===== config.mk =====
export PLATFORM = sky130hd
export DESIGN_NAME = spef_top
export DESIGN_NICKNAME = d
export VERILOG_FILES = /design/src/core/spef_pkg.sv /design/src/core/spef_path_if.sv /design/src/core/spef_path.sv /design/src/core/spef_top.sv
export SDC_FILE = /design/constraint.sdc
export NUM_CORES = 1
export LEC_CHECK = 0
export BUFFER_PORTS_ARGS = -buffer_cell sky130_fd_sc_hd__buf_4
export CORE_ASPECT_RATIO = 0.7
export CORE_MARGIN = 4
export CORE_UTILIZATION = 38
export CTS_CLUSTER_DIAMETER = 60
export DETAILED_ROUTE_END_ITERATION = 8
export GPL_TIMING_DRIVEN = 0
export PLACE_DENSITY = 0.89
export SKIP_CTS_REPAIR_TIMING = 1
export SKIP_LAST_GASP = 1
export SYNTH_ARGS = -nofsm -noshare
export SYNTH_HDL_FRONTEND = slang
export SYNTH_SLANG_ARGS = --single-unit

===== constraint.sdc =====
create_clock -name pclk -period 3.2 [get_ports pclk]
set_input_delay 0.32 -clock pclk [delete_from_list [all_inputs] [get_ports pclk]]
set_output_delay 0.32 -clock pclk [all_outputs]
set_load 0.02 [all_outputs]

===== src/core/spef_pkg.sv =====
// Package of constants for the serial port enable and ready flag block.
// Assumes a 32-bit APB register bus and buffer logic that reports counts.
package spef_pkg;

	// ==========================================================
	// Register map
	localparam logic [11:0] ctrl_status_addr = 12'h004;
	localparam logic [11:0] irq_status_addr  = 12'h008;
	localparam logic [11:0] irq_mask_addr    = 12'h00c;

	// ==========================================================
	// Field positions
	localparam int rx_enable_bit       = 0;
	localparam int tx_enable_bit       = 1;
	localparam int tx_ready_bit        = 8;
	localparam int rx_ready_bit        = 10;

	// Interrupt status bits.
	localparam int irq_tx_ready_bit    = 0;
	localparam int irq_rx_ready_bit    = 1;
	localparam int irq_width           = 2;

	// ==========================================================
	// Reset values
	localparam logic       enable_reset   = 1'b0;
	localparam logic [1:0] irq_mask_reset = 2'h0;

	// ==========================================================
	// Path state
	typedef enum logic [1:0]
	{
		spef_off     = 2'b00,
		spef_flush   = 2'b01,
		spef_run     = 2'b11
	} spef_path_t;

endpackage


===== src/core/spef_path_if.sv =====
// Interface between the register front end and one path controller.
// Assumes both ends run on the same clock.
`timescale 1ns/1ps
interface spef_path_if;
	logic enable;
	logic running;
	logic flush;

	modport ctrl
	(
		input  enable,
		output running,
		output flush
	);

	modport regs
	(
		output enable,
		input  running,
		input  flush
	);
endinterface


===== src/core/spef_path.sv =====
// One path controller: turns the enable level into a run level and a flush pulse.
// Assumes the enable comes from a register on the same clock.
`timescale 1ns/1ps
module spef_path
(
	// Clock and reset
	input  wire logic    pclk,
	input  wire logic    presetn,
	// Control
	spef_path_if.ctrl    path
);

	// ==========================================================
	// State machine
	spef_pkg::spef_path_t state;
	spef_pkg::spef_path_t next_state;

	always_comb
	begin
		next_state = state;
		unique case (state)
			spef_pkg::spef_off:
			begin
				if (path.enable)
					next_state = spef_pkg::spef_run;
			end
			spef_pkg::spef_run:
			begin
				if (!path.enable)
					next_state = spef_pkg::spef_flush;
			end
			spef_pkg::spef_flush:
			begin
				next_state = path.enable ? spef_pkg::spef_run : spef_pkg::spef_off;
			end
			default:
			begin
				next_state = spef_pkg::spef_off;
			end
		endcase
	end

	always_ff @(posedge pclk or negedge presetn)
	begin
		if (!presetn)
			state <= spef_pkg::spef_off;
		else
			state <= next_state;
	end

	// Running follows the enable at once so no cycle is lost on start or stop.
	assign path.running = path.enable;
	// One-cycle flush pulse after a disable.
	assign path.flush   = (state == spef_pkg::spef_flush);

endmodule


===== src/core/spef_top.sv =====
// Serial port control and status word with enable bits, ready flags and interrupts.
// Assumes buffer logic on pclk that supplies occupancy counts and obeys flush.
//
// Overview of operation
// - Setting the receive enable starts reception in the cycle after the write.
// - Clearing the receive enable flushes the receive buffer with a one-cycle pulse.
// - Setting the transmit enable starts transmission in the cycle after the write.
// - Clearing the transmit enable halts sending at once and discards pending data.
// - The transmit ready flag is high exactly while tx space is nonzero and tx is enabled.
// - The receive ready flag is high exactly while rx fill is nonzero and rx is enabled.
// - Writing 0 or 1 to an enable bit disables or enables the path; reads return it.
`timescale 1ns/1ps
module spef_top
#(
	parameter int count_width = 8
)
(
	// APB
	input  wire logic                   pclk,
	input  wire logic                   presetn,
	input  wire logic                   psel,
	input  wire logic                   penable,
	input  wire logic                   pwrite,
	input  wire logic [11:0]            paddr,
	input  wire logic [31:0]            pwdata,
	output logic      [31:0]            prdata,
	output logic                        pready,
	output logic                        pslverr,
	// Buffer logic
	input  wire logic [count_width-1:0] tx_buffer_space_count,
	input  wire logic [count_width-1:0] rx_buffer_fill_count,
	output logic                        rx_run,
	output logic                        tx_run,
	output logic                        rx_flush,
	output logic                        tx_flush,
	// Interrupt
	output logic                        irq
);

	// ==========================================================
	// Bus decode
	function automatic logic hit(input logic [11:0] a, input logic [11:0] target);
		hit = (a == target);
	endfunction

	logic access;
	logic wr;
	logic mapped;

	assign access  = psel && penable;
	assign wr      = access && pwrite;
	assign mapped  = hit(paddr, spef_pkg::ctrl_status_addr)
		|| hit(paddr, spef_pkg::irq_status_addr)
		|| hit(paddr, spef_pkg::irq_mask_addr);
	assign pready  = 1'b1;
	assign pslverr = access && !mapped;

	// ==========================================================
	// Enable registers
	logic rx_enable;
	logic tx_enable;
	logic next_rx_enable;
	logic next_tx_enable;

	always_comb
	begin
		next_rx_enable = rx_enable;
		next_tx_enable = tx_enable;
		if (wr && hit(paddr, spef_pkg::ctrl_status_addr))
		begin
			next_rx_enable = pwdata[spef_pkg::rx_enable_bit];
			next_tx_enable = pwdata[spef_pkg::tx_enable_bit];
		end
	end

	always_ff @(posedge pclk or negedge presetn)
	begin
		if (!presetn)
		begin
			rx_enable <= spef_pkg::enable_reset;
			tx_enable <= spef_pkg::enable_reset;
		end
		else
		begin
			rx_enable <= next_rx_enable;
			tx_enable <= next_tx_enable;
		end
	end

	// ==========================================================
	// Path controllers
	spef_path_if rx_if ();
	spef_path_if tx_if ();

	assign rx_if.enable = rx_enable;
	assign tx_if.enable = tx_enable;

	spef_path u_rx
	(
		.pclk    (pclk),
		.presetn (presetn),
		.path    (rx_if)
	);

	spef_path u_tx
	(
		.pclk    (pclk),
		.presetn (presetn),
		.path    (tx_if)
	);

	assign rx_run   = rx_if.running;
	assign tx_run   = tx_if.running;
	assign rx_flush = rx_if.flush;
	// Pending transmit data is dropped on the same pulse that follows the halt.
	assign tx_flush = tx_if.flush;

	// ==========================================================
	// Ready flags
	logic tx_ready;
	logic rx_ready;

	assign tx_ready = tx_enable && (tx_buffer_space_count != '0);
	assign rx_ready = rx_enable && (rx_buffer_fill_count != '0);

	// ==========================================================
	// Interrupts: sticky on rising ready, set wins over clear.
	logic [spef_pkg::irq_width-1:0] irq_status;
	logic [spef_pkg::irq_width-1:0] irq_mask;
	logic [spef_pkg::irq_width-1:0] ready_prev;
	logic [spef_pkg::irq_width-1:0] ready_now;
	logic [spef_pkg::irq_width-1:0] next_irq_status;
	logic [spef_pkg::irq_width-1:0] next_irq_mask;

	assign ready_now[spef_pkg::irq_tx_ready_bit] = tx_ready;
	assign ready_now[spef_pkg::irq_rx_ready_bit] = rx_ready;

	always_comb
	begin
		next_irq_status = irq_status;
		next_irq_mask   = irq_mask;
		if (wr && hit(paddr, spef_pkg::irq_status_addr))
			next_irq_status = irq_status & ~pwdata[spef_pkg::irq_width-1:0];
		if (wr && hit(paddr, spef_pkg::irq_mask_addr))
			next_irq_mask = pwdata[spef_pkg::irq_width-1:0];
		next_irq_status = next_irq_status | (ready_now & ~ready_prev);
	end

	always_ff @(posedge pclk or negedge presetn)
	begin
		if (!presetn)
		begin
			irq_status <= '0;
			irq_mask   <= spef_pkg::irq_mask_reset;
			ready_prev <= '0;
		end
		else
		begin
			irq_status <= next_irq_status;
			irq_mask   <= next_irq_mask;
			ready_prev <= ready_now;
		end
	end

	assign irq = |(irq_status & irq_mask);

	// ==========================================================
	// Read data, registered at the setup cycle so it stands in the access phase.
	logic [31:0] next_prdata;

	always_comb
	begin
		next_prdata = '0;
		if (psel && !penable && !pwrite)
		begin
			if (hit(paddr, spef_pkg::ctrl_status_addr))
			begin
				next_prdata[spef_pkg::rx_enable_bit] = rx_enable;
				next_prdata[spef_pkg::tx_enable_bit] = tx_enable;
				next_prdata[spef_pkg::tx_ready_bit]  = tx_ready;
				next_prdata[spef_pkg::rx_ready_bit]  = rx_ready;
			end
			else if (hit(paddr, spef_pkg::irq_status_addr))
				next_prdata[spef_pkg::irq_width-1:0] = irq_status;
			else if (hit(paddr, spef_pkg::irq_mask_addr))
				next_prdata[spef_pkg::irq_width-1:0] = irq_mask;
		end
		else if (access)
			next_prdata = prdata;
	end

	always_ff @(posedge pclk or negedge presetn)
	begin
		if (!presetn)
			prdata <= '0;
		else
			prdata <= next_prdata;
	end

endmodule


==> metrics.txt <==
drt wl/cell=12.25 µm; Non-Filler Cell Area, Final=1583 µm²; initial DRC count=a little under 60; Final Hold Vio Count=0; Cells after Synth=102; share of the synthesized area in the top cell type=38.37%; vias=949; Placed Area=~1500 µm²; root buffer cell=clkbuf_8; GRT overflow=0; Post-synth EDFFs=0; count of input and output buffers=44; first-pass GRT wire length=a little over 4000 µm; cell mode on critical path=buf_4; final setup margin=1.364 ns; # H-tree levels=1; Setup CP Type=in2out; Detailed Route WL=approximately 2600 µm; outcome=finished, final reports clean; CP Launch Type=input pin; clock sinks=16; Layout area overhead=51.68%; count leader, synth=buf_4; sequential fraction of the synthesis area=38.37%; number of global-route vias before repair=914; Antenna Cells=0; Pwr Density=310.0 nW/µm²; RSZ-0062 raised after global routing=false; synth top area cells=dfrtp_1 (38%), buf_4 (21%), mux2_2 (6.5%); setup TNS=0 ns; Synth top cells by count=buf_4 (29), dfrtp_1 (16), inv_1 (6), mux2_2 (6); post-synthesis cell type count=23; Async S/R FF share, synth=100.0%; Final setup viols=0; total die area=3662 µm²; Initial Util=between 40% and 50%; leading area contributor after synthesis=dfrtp_1; Post-Syn Area=1044 µm²; Die Span X=70.64 µm; Vias/cell=4.476; Place WS=1.186 ns; CTS buffer count=3; largest net degree at the start of global routing=17; yosys warns=0; Worst-path clk slew=0.06 ns; Layout Cells excl Fill=~210; worst path required time=2.88 ns; fin crit share=57.36%; skew final=about 0.0046 ns; peak supply drop=248.2 µV; Nets=244; num rows=15; Final ANT Viol Nets=0; Max Root-Sink Buffers=2; #FFs+latches synth=16; CTS tree=done; I/O pins=~100; Pre-antenna DRT Iters=4; crit end category=output port; minimum clock period=1.836 ns; worst reg-to-reg path cell count=3; initial antenna violation count=0; dpl hpwl=2211 µm; Crit path largest cell delay=0.56 ns; GP Congestion=0.8516; total placed cells including tap cells=207; gr usage total=14.18%; Mapped Avg Cell Area=10.23 µm²; HP Class=in2reg; Max Cap Viol=0; DIE HEIGHT=51.85 µm; Cell Chain, Critical Path=buf_4, or4_4, o311a_1, buf_4; Max Freq=544.8 MHz; CP arrival=roughly 1.5 ns; top_reg_cell synth=dfrtp_1; clock insertion delay at the later pin of the skew report=0.25 ns; Max Slew Vio Count=0; share of cells above drive strength 1=50.56%; crit path max fanout=6; slowest stage cell on the critical path=or4_4; core area=2534 µm²; Reg2Reg Setup Slack=2.06 ns; Leakage=0.0008729 µW; DRC=0; number of cells on the worst hold path=2
## area by class of cell
type,count,area (µm²)
fillers,210,950.9
multi-input cells,78,504.2
plain buffers,29,217.7
repair buffers,45,340.3
well taps,34,42.54
clock buffers,4,55.05
flip-flops and latches,16,400.4
inverters,6,22.52
## power breakdown
part           internal, µW  switching, µW
clock network           109           65.3
registers               203          0.131
logic                  58.0           55.7
total                   370            121
## flip-flops by register name (all words and copies together) (netlist names)
name / count
prdata: 4
irq_mask: 2
irq_status: 2
ready_prev: 2
u_rx.state: 2
u_tx.state: 2
rx_enable: 1
tx_enable: 1
## worst max-delay path, delay by kind of cell
kind / cells / cell delay (ns)
AO/OA/AOI/OAI: 1 / 0.37
AND/OR/NAND/NOR: 1 / 0.56
buffers and inverters: 2 / 0.27
## path summary, 6_finish.rpt
check,from,end
max in group asynchronous,presetn,tx_enable
min in group asynchronous,presetn,irq_mask[0]
hold / removal,pwdata[0],irq_mask[0]
setup reg to reg,tx_enable,prdata[1]
hold reg to reg,ready_prev[1],irq_status[1]
setup / recovery,paddr[7],pslverr
## cells by family after synthesis
group / share of synthesized area [%]
buffers and inverters: 23.02
muxes: 9.352
DFF: 38.37
other: 0.7197
AOI/OAI and AO/OA: 10.67
and+or+nand+nor: 17.87
## metrics by stage
step	utilization, %	hold slack (ns)	power (µW)
after detailed placement	59.90	0.1878	316.7
final	62.47	0.3188	490.7
after global routing	62.47	0.3106	518.3
after CTS	62.07	-0.07602	489.1
after floorplan	-	0.02441	274.0
after global placement	59.90	0.1800	314.3
## metal layers
metal	wire length [µm]	track usage (%)	vias up
li1	-	-	469
met1	943	15.99	435
met2	1422	26.55	43
met3	224	5.212	2
met4	7	1.875	0
met5	0	0	-
## cells in the final DEF, fill, tap and decap left out, drive strengths merged
master	count
dfrtp	16
nor4	2
nand3	5
o221ai	2
clkbuf	4
conb	29
o21ai	3
nand2b	3
nor2	3
inv	6
o311a	1
or4b	3
a21boi	2
a22o	1
a22oi	2
mux2	8
dlygate4sd3	1
buf	73
or4bb	1
o31ai	4
or4	8
nor2b	1
(Power assumes the default switching activity.)
